$ cat src/rtl/gfp_pkg.sv
// Summary of operation
// - service expiry flashes lamp, asserts service output
// - service output routable; optional fault severity
// - mute plus lamp-check held 5 s resets service
// - mode keys select test, run, auto, off
// - run mode only: keys toggle contactors
// - programming combination held 5 s enters programming
// - next-screen short advances, held gives lamp check
// - previous-screen key also releases alarm relay
// - group keys step groups with wrap
// - screen keys step items with wrap
// - engine-bus group skipped unless port enabled
// - mains current items only with load-side transformers
// - alarm group lists alarms then terminator
// - auto scroll mains, genset, engine screens
// - any key suspends scrolling two minutes
// - new fault forces alarm list page
// - alarm, warning and service lamps follow conditions
// - mode lamps follow local or remote selection
// - mains lamp needs volts, frequency, rotation
// - remote, simulate and force inputs steer mains
// - contactor lamps follow contactor outputs
// - genset lamp needs volts, frequency, rotation
// - genset contactor dropped on bad genset supply
package gfp_pkg;
  // ==========================================================
  // timing
  localparam int CLK_HZ = 100_000_000;
  localparam int MS_PER_S = 1000;
  localparam int MS_CYC = CLK_HZ / MS_PER_S;
  localparam int HOLD_S = 5;
  localparam int HOLD_MS = HOLD_S * MS_PER_S;
  localparam int SUSP_MIN = 2;
  localparam int SUSP_S = SUSP_MIN * 60;
  localparam int DEB_MS = 20;
  localparam int LONG_MS = 1000;
  localparam int FLASH_MS = 500;
  // ==========================================================
  // register map
  localparam logic [7:0] OFS_CTRL = 8'h00;
  localparam logic [7:0] OFS_SCROLL = 8'h04;
  localparam logic [7:0] OFS_ROUTE = 8'h08;
  localparam logic [7:0] OFS_CMD = 8'h0c;
  localparam logic [7:0] OFS_STAT = 8'h10;
  localparam int CTL_CAN = 0;
  localparam int CTL_CT = 1;
  localparam int CTL_MROT = 2;
  localparam int CTL_GROT = 3;
  localparam int CTL_REM = 4;
  localparam int CTL_SEV = 8;
  localparam int CTL_W = 10;
  localparam int CMD_PEXIT = 8;
  localparam logic [CTL_W-1:0] CTRL_RST = 10'h000;
  localparam logic [7:0] SCROLL_RST = 8'h0e;
  // ==========================================================
  // keys
  localparam int K_TEST = 0;
  localparam int K_RUN = 1;
  localparam int K_AUTO = 2;
  localparam int K_OFF = 3;
  localparam int K_NS = 4;
  localparam int K_PS = 5;
  localparam int K_NG = 6;
  localparam int K_PG = 7;
  localparam int K_MCB = 8;
  localparam int K_GCB = 9;
  localparam int NK = 10;
  // ==========================================================
  // modes and display groups
  typedef enum logic [3:0] {
    GFP_OFF = 4'b0001, GFP_RUN = 4'b0010, GFP_AUTO = 4'b0100, GFP_TEST = 4'b1000
  } gfp_mode_t;
  localparam logic [3:0] G_GEN = 4'h0;
  localparam logic [3:0] G_ENG = 4'h1;
  localparam logic [3:0] G_EBUS = 4'h2;
  localparam logic [3:0] G_MAINS = 4'h3;
  localparam logic [3:0] G_ALARM = 4'h7;
  localparam logic [3:0] G_LAST = 4'ha;
  localparam logic [4:0] SZ_GEN = 5'h06;
  localparam logic [4:0] SZ_ENG = 5'h04;
  localparam logic [4:0] SZ_MFULL = 5'h06;
  localparam logic [4:0] SZ_MVOLT = 5'h03;
  localparam logic [4:0] SZ_WAVE = 5'h08;
  localparam logic [4:0] SZ_COMM = 5'h04;
  localparam logic [4:0] SZ_STAT = 5'h06;
endpackage

$ cat src/rtl/gfp_panel.sv
`timescale 1ns/1ps
module gfp_panel #(
  parameter int MS_CYC_P = gfp_pkg::MS_CYC,
  parameter int HOLD_MS_P = gfp_pkg::HOLD_MS,
  parameter int NOUT = 8
) (
  // system
  input wire logic clock,
  input wire logic rst_b,
  // apb slave
  input wire logic psel,
  input wire logic penable,
  input wire logic pwrite,
  input wire logic [7:0] paddr,
  input wire logic [31:0] pwdata,
  output logic [31:0] prdata,
  output logic pready,
  output logic pslverr,
  // front panel keys and control pins
  input wire logic [gfp_pkg::NK-1:0] key_in,
  input wire logic remote_start_in,
  input wire logic mains_sim_in,
  input wire logic forced_start_input,
  // supply and fault conditions
  input wire logic mains_volt_ok,
  input wire logic mains_freq_ok,
  input wire logic mains_rot_ok,
  input wire logic gen_volt_ok,
  input wire logic gen_freq_ok,
  input wire logic gen_rot_ok,
  input wire logic shutdown_fault,
  input wire logic loaddump_fault,
  input wire logic warning_fault,
  input wire logic svc_hours_over,
  input wire logic svc_time_over,
  input wire logic [3:0] alarm_count,
  // lamps
  output logic [3:0] mode_lamp,
  output logic alarm_lamp,
  output logic warning_lamp,
  output logic service_lamp,
  output logic mains_avail_lamp,
  output logic mains_cb_lamp,
  output logic gen_cb_lamp,
  output logic gen_avail_lamp,
  // contactors and functions
  output logic mains_contactor,
  output logic gen_contactor,
  output logic [NOUT-1:0] service_out,
  output logic [1:0] service_fault,
  output logic service_reset,
  output logic alarm_relay_release,
  output logic prog_mode,
  output gfp_pkg::gfp_mode_t mode,
  // display position
  output logic [3:0] group,
  output logic [3:0] screen
);
  import gfp_pkg::*;

  if (MS_CYC_P < 2 || HOLD_MS_P < 2 || NOUT < 1 || NOUT > 32) begin : g_chk
    $error("gfp_panel: parameter out of range");
  end

  // ==========================================================
  // apb registers
  logic [CTL_W-1:0] ctrl;
  logic [7:0] scroll_int;
  logic [NOUT-1:0] route;
  logic addr_ok, wr, cmd_wr;
  logic [31:0] stat;
  assign addr_ok = paddr == OFS_CTRL || paddr == OFS_SCROLL || paddr == OFS_ROUTE ||
                   paddr == OFS_CMD || paddr == OFS_STAT;
  assign wr = psel && penable && pwrite && addr_ok;
  assign cmd_wr = wr && paddr == OFS_CMD;
  assign pready = 1'b1;
  assign pslverr = psel && penable && !addr_ok;
  assign stat = {8'h00, screen, group, mode, 4'h0, prog_mode, service_lamp, gen_contactor,
                 mains_contactor, mains_avail_lamp, gen_avail_lamp, alarm_lamp, warning_lamp};

  always_ff @(posedge clock) begin
    if (!rst_b) begin
      ctrl <= CTRL_RST;
      scroll_int <= SCROLL_RST;
      route <= '0;
    end else if (wr) begin
      if (paddr == OFS_CTRL) ctrl <= pwdata[CTL_W-1:0];
      if (paddr == OFS_SCROLL) scroll_int <= pwdata[7:0];
      if (paddr == OFS_ROUTE) route <= pwdata[NOUT-1:0];
    end
  end

  always_ff @(posedge clock) begin
    if (!rst_b) begin
      prdata <= 32'h0;
    end else if (psel && !penable) begin
      case (paddr)
        OFS_CTRL: prdata <= 32'(ctrl);
        OFS_SCROLL: prdata <= 32'(scroll_int);
        OFS_ROUTE: prdata <= 32'(route);
        OFS_CMD: prdata <= 32'(mode);
        OFS_STAT: prdata <= stat;
        default: prdata <= 32'h0;
      endcase
    end
  end

  // ==========================================================
  // pin synchroniser and time base
  logic [NK+2:0] pin_a, pin_b;
  logic [NK-1:0] key_s;
  logic rem_s, sim_s, frc_s;
  assign {key_s, rem_s, sim_s, frc_s} = pin_b;
  always_ff @(posedge clock) begin
    if (!rst_b) begin
      pin_a <= '0;
      pin_b <= '0;
    end else begin
      pin_a <= {key_in, remote_start_in, mains_sim_in, forced_start_input};
      pin_b <= pin_a;
    end
  end

  logic [31:0] ms_cnt;
  logic [9:0] ms_in_s;
  logic ms_tick, sec_tick;
  assign ms_tick = ms_cnt == 32'(MS_CYC_P - 1);
  assign sec_tick = ms_tick && ms_in_s == 10'(MS_PER_S - 1);
  always_ff @(posedge clock) begin
    if (!rst_b) begin
      ms_cnt <= 32'h0;
      ms_in_s <= 10'h000;
    end else begin
      ms_cnt <= ms_tick ? 32'h0 : ms_cnt + 32'h1;
      if (sec_tick) ms_in_s <= 10'h000;
      else if (ms_tick) ms_in_s <= ms_in_s + 10'h001;
    end
  end

  // ==========================================================
  // key debounce and events
  logic [NK-1:0] key_db, key_prev, press;
  for (genvar k = 0; k < NK; k++) begin : g_deb
    logic [7:0] dcnt;
    logic db;
    assign key_db[k] = db;
    always_ff @(posedge clock) begin
      if (!rst_b) begin
        dcnt <= 8'h00;
        db <= 1'b0;
      end else if (key_s[k] == db) begin
        dcnt <= 8'h00;
      end else if (ms_tick) begin
        if (dcnt == 8'(DEB_MS - 1)) begin
          db <= key_s[k];
          dcnt <= 8'h00;
        end else begin
          dcnt <= dcnt + 8'h01;
        end
      end
    end
  end
  always_ff @(posedge clock) begin
    if (!rst_b) key_prev <= '0;
    else key_prev <= key_db;
  end
  assign press = key_db & ~key_prev;

  logic [15:0] ns_ms;
  logic lamp_check, ns_short;
  logic [31:0] combo_ms;
  logic svc_combo, prg_combo, combo_fire;
  assign lamp_check = key_db[K_NS] && !key_db[K_PS] && ns_ms >= 16'(LONG_MS);
  assign ns_short = !key_db[K_NS] && key_prev[K_NS] && ns_ms < 16'(LONG_MS) &&
                    !key_db[K_PS];
  assign svc_combo = key_db[K_NS] && key_db[K_PS];
  assign prg_combo = key_db[K_NG] && key_db[K_PG];
  assign combo_fire = ms_tick && combo_ms == 32'(HOLD_MS_P - 1);
  always_ff @(posedge clock) begin
    if (!rst_b) begin
      ns_ms <= 16'h0000;
      combo_ms <= 32'h0;
    end else begin
      if (!key_db[K_NS]) ns_ms <= key_prev[K_NS] ? ns_ms : 16'h0000;
      else if (press[K_NS]) ns_ms <= 16'h0000;
      else if (ms_tick && ns_ms < 16'(LONG_MS)) ns_ms <= ns_ms + 16'h0001;
      if (!(svc_combo || prg_combo)) combo_ms <= 32'h0;
      else if (ms_tick && combo_ms < 32'(HOLD_MS_P)) combo_ms <= combo_ms + 32'h1;
    end
  end

  // ==========================================================
  // mode, programming, service
  logic svc_clr, svc_due;
  logic [1:0] sev;
  assign svc_due = (svc_hours_over || svc_time_over) && !svc_clr;
  assign sev = ctrl[CTL_SEV +: 2];
  always_ff @(posedge clock) begin
    if (!rst_b) begin
      mode <= GFP_OFF;
    end else if (press[K_OFF]) begin
      mode <= GFP_OFF;
    end else if (press[K_TEST]) begin
      mode <= GFP_TEST;
    end else if (press[K_RUN]) begin
      mode <= GFP_RUN;
    end else if (press[K_AUTO]) begin
      mode <= GFP_AUTO;
    end else if (cmd_wr && $onehot(pwdata[3:0])) begin
      mode <= gfp_mode_t'(pwdata[3:0]);
    end
  end
  always_ff @(posedge clock) begin
    if (!rst_b) begin
      prog_mode <= 1'b0;
      svc_clr <= 1'b0;
      service_reset <= 1'b0;
      alarm_relay_release <= 1'b0;
    end else begin
      if (combo_fire && prg_combo) prog_mode <= 1'b1;
      else if (cmd_wr && pwdata[CMD_PEXIT]) prog_mode <= 1'b0;
      if (combo_fire && svc_combo) svc_clr <= 1'b1;
      else if (!(svc_hours_over || svc_time_over)) svc_clr <= 1'b0;
      service_reset <= combo_fire && svc_combo;
      alarm_relay_release <= press[K_PS];
    end
  end

  // ==========================================================
  // supply status and contactors
  logic mains_pres, gen_ok, gen_pres, mains_ok;
  logic man_m, man_g, next_mc, next_gc;
  always_comb begin
    mains_pres = mains_volt_ok && mains_freq_ok && (!ctrl[CTL_MROT] || mains_rot_ok);
    if (ctrl[CTL_REM]) mains_pres = rem_s;
    if (sim_s) mains_pres = 1'b1;
    if (frc_s) mains_pres = 1'b0;
  end
  assign gen_ok = gen_volt_ok && gen_freq_ok;
  assign gen_pres = gen_ok && (!ctrl[CTL_GROT] || gen_rot_ok);
  assign mains_ok = mains_volt_ok && mains_freq_ok;
  always_ff @(posedge clock) begin
    if (!rst_b) begin
      man_m <= 1'b0;
      man_g <= 1'b0;
    end else if (mode == GFP_RUN) begin
      if (press[K_MCB]) man_m <= !man_m;
      if (press[K_GCB]) man_g <= !man_g;
    end
  end
  always_comb begin
    case (mode)
      GFP_RUN: begin
        next_gc = man_g;
        next_mc = man_m;
      end
      GFP_TEST: begin
        next_gc = 1'b1;
        next_mc = 1'b0;
      end
      GFP_AUTO: begin
        next_gc = !mains_pres;
        next_mc = mains_pres;
      end
      default: begin
        next_gc = 1'b0;
        next_mc = mains_pres;
      end
    endcase
    next_gc = next_gc && gen_ok;
    next_mc = next_mc && mains_ok && !next_gc;
  end
  always_ff @(posedge clock) begin
    if (!rst_b) begin
      mains_contactor <= 1'b0;
      gen_contactor <= 1'b0;
    end else begin
      mains_contactor <= next_mc;
      gen_contactor <= next_gc;
    end
  end

  // ==========================================================
  // lamps
  logic [15:0] fl_ms;
  logic flash;
  always_ff @(posedge clock) begin
    if (!rst_b) begin
      fl_ms <= 16'h0000;
      flash <= 1'b0;
    end else if (ms_tick) begin
      if (fl_ms == 16'(FLASH_MS - 1)) begin
        fl_ms <= 16'h0000;
        flash <= !flash;
      end else begin
        fl_ms <= fl_ms + 16'h0001;
      end
    end
  end
  always_ff @(posedge clock) begin
    if (!rst_b) begin
      {mode_lamp, alarm_lamp, warning_lamp, service_lamp} <= 7'h00;
      {mains_avail_lamp, mains_cb_lamp, gen_cb_lamp, gen_avail_lamp} <= 4'h0;
      service_out <= '0;
      service_fault <= 2'h0;
    end else begin
      mode_lamp <= lamp_check ? 4'hf : mode;
      alarm_lamp <= lamp_check || shutdown_fault || loaddump_fault;
      warning_lamp <= lamp_check || warning_fault;
      service_lamp <= lamp_check || (svc_due && flash);
      mains_avail_lamp <= lamp_check || mains_pres;
      mains_cb_lamp <= lamp_check || next_mc;
      gen_cb_lamp <= lamp_check || next_gc;
      gen_avail_lamp <= lamp_check || gen_pres;
      service_out <= svc_due ? route : '0;
      service_fault <= svc_due ? sev : 2'h0;
    end
  end

  // ==========================================================
  // display navigation and scroll
  logic [2:0] flt_prev;
  logic new_fault, scroll_tick, in_scroll;
  logic [7:0] susp, scr_s;
  logic [4:0] gsize;
  logic [3:0] glast;
  function automatic logic [3:0] step_grp(input logic [3:0] g, input logic fwd,
                                          input logic can);
    logic [3:0] n;
    n = fwd ? (g == G_LAST ? 4'h0 : g + 4'h1) : (g == 4'h0 ? G_LAST : g - 4'h1);
    if (n == G_EBUS && !can) n = fwd ? G_MAINS : G_ENG;
    return n;
  endfunction
  always_comb begin
    case (group)
      G_GEN: gsize = SZ_GEN;
      G_ENG: gsize = SZ_ENG;
      G_MAINS: gsize = ctrl[CTL_CT] ? SZ_MFULL : SZ_MVOLT;
      G_ALARM: gsize = {1'b0, alarm_count} + 5'h01;
      4'h8, 4'h9: gsize = SZ_COMM;
      G_LAST: gsize = SZ_STAT;
      default: gsize = SZ_WAVE;
    endcase
  end
  assign glast = 4'(gsize - 5'h01);
  assign new_fault = |({shutdown_fault, loaddump_fault, warning_fault} & ~flt_prev);
  assign in_scroll = group == G_GEN || group == G_ENG || group == G_MAINS;
  assign scroll_tick = sec_tick && susp == 8'h00 && !prog_mode && in_scroll &&
                       scroll_int != 8'h00 && scr_s >= scroll_int - 8'h01;
  always_ff @(posedge clock) begin
    if (!rst_b) begin
      flt_prev <= 3'h0;
      susp <= 8'h00;
      scr_s <= 8'h00;
    end else begin
      flt_prev <= {shutdown_fault, loaddump_fault, warning_fault};
      if (|press) susp <= 8'(SUSP_S);
      else if (sec_tick && susp != 8'h00) susp <= susp - 8'h01;
      if (|press || scroll_tick) scr_s <= 8'h00;
      else if (sec_tick) scr_s <= scr_s + 8'h01;
    end
  end
  always_ff @(posedge clock) begin
    if (!rst_b) begin
      group <= G_GEN;
      screen <= 4'h0;
    end else if (new_fault) begin
      group <= G_ALARM;
      screen <= 4'h0;
    end else if (press[K_NG]) begin
      group <= step_grp(group, 1'b1, ctrl[CTL_CAN]);
      screen <= 4'h0;
    end else if (press[K_PG]) begin
      group <= step_grp(group, 1'b0, ctrl[CTL_CAN]);
      screen <= 4'h0;
    end else if (ns_short) begin
      screen <= screen >= glast ? 4'h0 : screen + 4'h1;
    end else if (press[K_PS]) begin
      screen <= screen == 4'h0 || screen > glast ? glast : screen - 4'h1;
    end else if (scroll_tick) begin
      if (screen >= glast) begin
        group <= group == G_MAINS ? G_GEN : (group == G_GEN ? G_ENG : G_MAINS);
        screen <= 4'h0;
      end else begin
        screen <= screen + 4'h1;
      end
    end else if (group == G_EBUS && !ctrl[CTL_CAN]) begin
      group <= G_MAINS;
      screen <= 4'h0;
    end else if (screen > glast) begin
      screen <= glast;
    end
  end
endmodule // gfp_panel

$ cat config.mk
export PLATFORM = sky130hd
export DESIGN_NAME = gfp_panel
export DESIGN_NICKNAME = d
export VERILOG_FILES = /design/src/rtl/gfp_pkg.sv /design/src/rtl/gfp_panel.sv
export SDC_FILE = /design/constraint.sdc
export NUM_CORES = 1
export LEC_CHECK = 0
export BUFFER_PORTS_ARGS = -buffer_cell sky130_fd_sc_hd__buf_2
export CAP_MARGIN = 0
export CORE_AREA = 10 10 204 206
export CTS_BUF_LIST = sky130_fd_sc_hd__clkbuf_8
export DETAILED_ROUTE_END_ITERATION = 16
export DIE_AREA = 0 0 214 216
export SETUP_SLACK_MARGIN = 0.3
export SYNTH_ARGS = -nofsm -noshare
export SYNTH_HDL_FRONTEND = slang
export SYNTH_SLANG_ARGS = --single-unit
$ cat constraint.sdc
create_clock -name clock -period 4.9 [get_ports clock]
set_input_delay 0.49 -clock clock [delete_from_list [all_inputs] [get_ports clock]]
set_output_delay 0.49 -clock clock [all_outputs]
set_load 0.1 [all_outputs]
# Word-level counts from Yosys, hierarchy flattened
# Cells that the tools add are included.
# totals
regBits,351
out_inout_bits,72
elab_cells,345
# op_classes
add_sub_neg,27
n_lt_le_gt_ge,6
eq_ne,50
n_mux,55
bitwise_logic,15
n_reduce_logical,131
# ops
cell,count
case mux 24 bit (5 select lines),1
2-to-1 mux 4 bit,23
"adder 8 x 1 -> 8 bit, second input constant",11
"equality test 8 x 5 -> 1 bit, second input constant",11
2-to-1 mux 16 bit,5
2-to-1 mux 8 bit,10
"adder 32 x 1 -> 32 bit, second input constant",2
logical AND 1 bit,39
"adder 16 x 1 -> 16 bit, second input constant",2
"equality test 32 x 13 -> 1 bit, second input constant",1
"equality test 32 x 17 -> 1 bit, second input constant",1
"less-than comparator 32 x 13 -> 1 bit, second input constant",1
AND reduction 3 bit,10
OR reduction 2 bit,15
"equality test 4 x 2 -> 1 bit, second input constant",5
logical OR 1 bit,20
AND reduction 2 bit,9
"equality test 16 x 9 -> 1 bit, second input constant",1
"equality test 4 bit, second input constant",4
"equality test 8 x 4 -> 1 bit, second input constant",2
">= comparator 16 x 10 -> 1 bit, second input constant",1
zero test 8 bit,2
"less-than comparator 16 x 10 -> 1 bit, second input constant",1
case mux 4 bit (4 select lines),1
other kinds (46),106

# Logic depth before layout (Yosys ltp)
# logic_depth
word_depth,13
ltp_mapped,17

# Worst setup path before layout
# OpenSTA, ideal clock, no wires.
# synth_path
path_type,register to register
start,reg group[1]
end,reg screen[3]
arrival_time_ns,4.368
required_time_ns,4.785
setup_slack_ns,0.418
path_stages_with_launch,15
path_buffers,1
synth_period_minus_slack_ns,4.482
path_cell_list,dfxtp_1 ha_1 clkbuf_1 nor2_1 o311ai_0 inv_1 ha_1 ha_1 nor2b_1 o21ai_0 a32oi_1 maj3_1 or2_2 nor3b_1 o21a_1
# synth_between
elab_chain_cells,9
word_cells_on_any_way,29
cone_classes,add/sub: 1; order compare: 2; eq/ne: 7; mux: 8; reduce/logical: 11
# synth_rtl
item,line,text
"start, declared",gfp_panel.sv:56,"output logic [3:0] group,"
"start signal, assigned",gfp_panel.sv:371,"group <= step_grp(group, 1'b1, ctrl[CTL_CAN]);"
"start signal, assigned",gfp_panel.sv:374,"group <= step_grp(group, 1'b0, ctrl[CTL_CAN]);"
"start signal, assigned",gfp_panel.sv:382,group <= group == G_MAINS ? G_GEN : (group == G_GEN ? G_ENG : G_MAINS);
equality test 4 x 1 -> 1 bit (tied with other cells),"gfp_panel.sv:335, gfp_panel.sv:347",
OR reduction 3 bit (no line) (tied with other cells),-,
case mux 4 bit (4 select lines) / logical OR 1 bit (equally long branches),"gfp_panel.sv:335, gfp_panel.sv:347",
subtractor 4 x 1 -> 4 bit / logical AND 1 bit (equally long branches),"gfp_panel.sv:345, gfp_panel.sv:348",
>= comparator 4 bit (tied with other cells),"gfp_panel.sv:377, gfp_panel.sv:381",
2-to-1 mux 4 bit (tied with other cells),"gfp_panel.sv:377, gfp_panel.sv:381",
"2-to-1 mux 4 bit, on equally long branches","gfp_panel.sv:380, gfp_panel.sv:379",
2-to-1 mux 4 bit,gfp_panel.sv:378,end else if (press[K_PS]) begin
2-to-1 mux 4 bit,gfp_panel.sv:376,end else if (ns_short) begin
"end signal, assigned",gfp_panel.sv:377,screen <= screen >= glast ? 4'h0 : screen + 4'h1;
"end signal, assigned",gfp_panel.sv:379,screen <= screen == 4'h0 || screen > glast ? glast : screen - 4'h1;
"end signal, assigned",gfp_panel.sv:385,screen <= screen + 4'h1;
"end, declared",gfp_panel.sv:57,output logic [3:0] screen
# Parallel ways exist; a longest one is shown, timed or not. The select of a mux whose other input is x is not followed.
# A chain may end at the register's enable or synchronous reset.

# Worst setup path after layout
# layout_path
start,reg group[0]
end,reg group[0]
# layout_between
elab_chain_cells,12
word_cells_on_any_way,40
cone_classes,add/sub: 3; order compare: 1; eq/ne: 10; mux: 13; reduce/logical: 13
# layout_rtl
item
"parallel branches: the longest is 12 deep, another holds subtractor 4 x 1 -> 4 bit"
# Parallel ways; which one is timed is not known. The select of a mux whose other input is x is not followed.

==> summary.txt <==
Clock network
  – Number of setup buffers added after CTS: 0
  – Root buffer cell: clkbuf_8
  – Hold Buf Count CTS: 0
  – CTS max path bufs: 3
  – Worst skew pair latency: 0.60 ns
  – CTS tree: done
  – TritonCTS Buffers: 56
  – Clock-pin slew on the worst setup and hold paths: 0.06 ns
  – Sink Count: 341
  – CTS H-tree depth: 2
  – # resized after CTS: 0

STA
  – TNS Setup: 0 ns
  – RSZ-0062 raised after global routing: no
  – Fin Clk Skew: 0.0192 ns
  – Min Clock Period, post-route: 4.16 ns
  – Final setup vio count: 0
  – Actual slew at the worst max-slew pin: 1.08 ns
  – Hold Vio Cnt, Final: 0
  – Slew HR: 0.277
  – Fmax: 240 MHz
  – Final worst path period share: 0.850
  – Final slew viol count: 0

Cells and area
  – Post-route insts no fill: 2,362
  – Share of cells above drive strength 1: 0.127
  – Net count, final: 1,923
  – Fillers: 3,617
  – Leading cell type in the layout, fill and taps excluded: dfxtp_1
  – Most frequent cells in the layout: dfxtp_1, nor2_1, nand2_1
  – Area growth syn-to-layout: 14.2%
  – ANT cells: 0
  – Multi-input gate area: 7940 um^2
  – Register Area: 6830 um^2
  – Core Util, Final: 0.465

Worst hold path
  – Hold Startpoint: key_in[6]
  – Hold Path End: pin_a[9]$_SDFF_PN0_
  – Hold Path Cell Cnt: 2
  – HP Class: in2reg

GRT
  – Remaining global-route overflow: 0
  – Vias in the first global route: 11,600
  – Largest net degree at the start of global routing: 92
  – First-pass GRT wire length: 58,100 um
  – Antenna violations before repair: 0
  – Gr usage total: 0.146

Die
  – Core Area: 37,400 um^2
  – DIE WIDTH: 214 um
  – Die extent in y: 216 um
  – Row count: 71
  – Die ar.: 46,200 um^2
  – I/O pin count: 145
  – Initial Util: 0.407

Logic synthesis
  – Synth area leader: dfxtp_1
  – Yosys top cell area share: 0.449
  – Syn Area/Cell: 8.97 um^2
  – Asr flop ratio synth: 0
  – Sequential element share of the synthesized area: 0.449
  – Primary FF master, synth: dfxtp_1
  – Unique masters post-synth: 74
  – Ys Warns: 0
  – Cells after synthesis: 1,697
  – Cell area after synthesis: 15,200 um^2
  – Number of flops mapped to enable cells by yosys: 0
  – Area contributors post-synth: dfxtp_1, xor2_1, nor2_1
  – FF+latch count, synth: 341

Power and ir drop
  – Worst vdd ir: 0.142 mV
  – Leak: 6.88 nW
  – PwrDens: 327 nW/um^2

Routing
  – Via count: 12,000
  – DR pass1 iterations: 8
  – Initial drt markers: 630
  – Post-Route WL: 34,300 um
  – Vias per std cell: 5.06
  – WL/cell: 14.5 um
  – Remaining DRCs: 0
  – Post-route ant nets: 0

Setup path
  – Reg2Reg Setup Slack: 0.74 ns
  – Critical path class: reg2reg
  – Crit. End Element: flop
  – Setup crit start kind: flop
  – Crit Path Max Fanout: 12
  – R2r startpoint: group[0]$_SDFFE_PN0P_
  – CP Cell Sequence: ha_1 > buf_4 > nand2b_1 > a211oi_1 > inv_1 > ha_1 > xor2_1 > ha_1 > nand2_1 > o21ai_0 > a21oi_1 > o21ai_0 > o21ai_0 > o31ai_2 > mux2i_1 > a21boi_1
  – Max stage delay on crit path: 0.57 ns
  – R2r worst-path depth: 16
  – CP Data Arrival Time: 4.61 ns
  – Largest delay share family, worst path: compound AO/OA/AOI/OAI gates
  – CP max stage cell: dfxtp_1
  – Crit path buf inv count: 2
  – WP data required: 5.34 ns
  – R2R Path End: group[0]$_SDFFE_PN0P_

Outcome
  – Status: completed

Place
  – DP HPWL: 24,400 um
  – PortBufs: 111
  – Cells after DPL: 2,260
  – Placer's final routability congestion estimate: 0.864

Flow run
  – Max Cap Violations: 0
worst register-to-register path, delay by kind of cell, from the launching register on:
kind	cells	cell delay [ns]
compound gates	7	1.74
xor+xnor	1	0.20
flops	1	0.57
simple gates	2	0.15
mux	1	0.23
fa+ha+maj	3	0.83
buf+inv	2	0.28
kinds of logic after synthesis:
family | after synthesis | synth area share
AND/OR/NAND/NOR | 788 | 0.269
flip-flops | 341 | 0.449
AO/OA/AOI/OAI | 189 | 0.0840
XOR/XNOR | 168 | 0.0967
buffers and inverters | 117 | 0.0323
multiplexers | 48 | 0.0322
adder cells (fa/ha/maj) | 44 | 0.0365
other | 2 | 0.000494
layout make-up:
type,count,share of cell area
Clock inverter,26,0.00814
Sequential cell,341,0.393
Timing Repair Buffer,119,0.0363
Multi-Input combinational cell,1248,0.457
Clock buffer,76,0.0602
Inverter,41,0.00886
Tap cell,511,0.0368
routing by layer:
layer  global-route usage  part of all wire  up-vias
li1                     -                 -     6079
met2                0.239              0.46      265
met4               0.0555             0.029        0
met1                0.187              0.47     5547
met3               0.0288             0.046       72
met5                    0                 0        -
Yosys cell counts (all sizes together), types with 12 or more instances:
| library cell | count |
|---|---|
| a21oi | 52 |
| a22oi | 16 |
| and2 | 57 |
| and3 | 45 |
| buf | 22 |
| clkbuf | 54 |
| dfxtp | 341 |
| ha | 42 |
| inv | 40 |
| mux2i | 40 |
| nand2 | 136 |
| nand2b | 20 |
| nand3 | 74 |
| nand4 | 59 |
| nor2 | 221 |
| nor2b | 59 |
| nor3 | 28 |
| nor4 | 25 |
| o21ai | 30 |
| or3 | 12 |
| or4 | 14 |
| xnor2 | 70 |
| xor2 | 98 |
flip-flops by register name, indices dropped and copies added (netlist names), 8 cells and up:
| signal | flops |
|---|---|
| g_deb.dcnt | 80 |
| combo_ms | 32 |
| ms_cnt | 32 |
| prdata | 22 |
| fl_ms | 16 |
| ns_ms | 16 |
| pin_a | 13 |
| pin_b | 13 |
| ctrl | 10 |
| g_deb.db | 10 |
| key_prev | 10 |
| ms_in_s | 10 |
| route | 8 |
| scr_s | 8 |
| scroll_int | 8 |
| service_out | 8 |
| susp | 8 |
how the worst max path moves through the flow:
stage                               start                     end  slack (ns)  depth (start not counted)
finish              group[0]$_SDFFE_PN0P_   group[0]$_SDFFE_PN0P_        0.74                         16
global route        group[0]$_SDFFE_PN0P_   group[0]$_SDFFE_PN0P_        0.36                         16
CTS                 group[0]$_SDFFE_PN0P_   group[0]$_SDFFE_PN0P_        0.62                         16
detailed placement  group[0]$_SDFFE_PN0P_   group[0]$_SDFFE_PN0P_        0.61                         16
global placement    group[0]$_SDFFE_PN0P_   group[0]$_SDFFE_PN0P_        0.73                         16
floorplan           group[1]$_SDFFE_PN0P_  screen[3]$_SDFFE_PP0P_        0.42                         14
where the power goes:
part	internal (W)	switching [W]	total, W
Clock	0.00143	0.00111	0.00253
Combinational	0.0000935	0.000244	0.000337
Sequential	0.00280	0.0000182	0.00281
through the flow:
step	hold slack, ns	instance area (um^2)	setup slack [ns]	power, W
after floorplan	0.406	15200	0.418	0.00313
after global placement	0.418	16200	0.732	0.00321
after detailed placement	0.418	16200	0.611	0.00321
after CTS	0.0500	17400	0.624	0.00579
after global routing	0.0547	17400	0.363	0.00594
final	0.101	17400	0.735	0.00569
No activity file was read; power rests on OpenSTA's default activity.
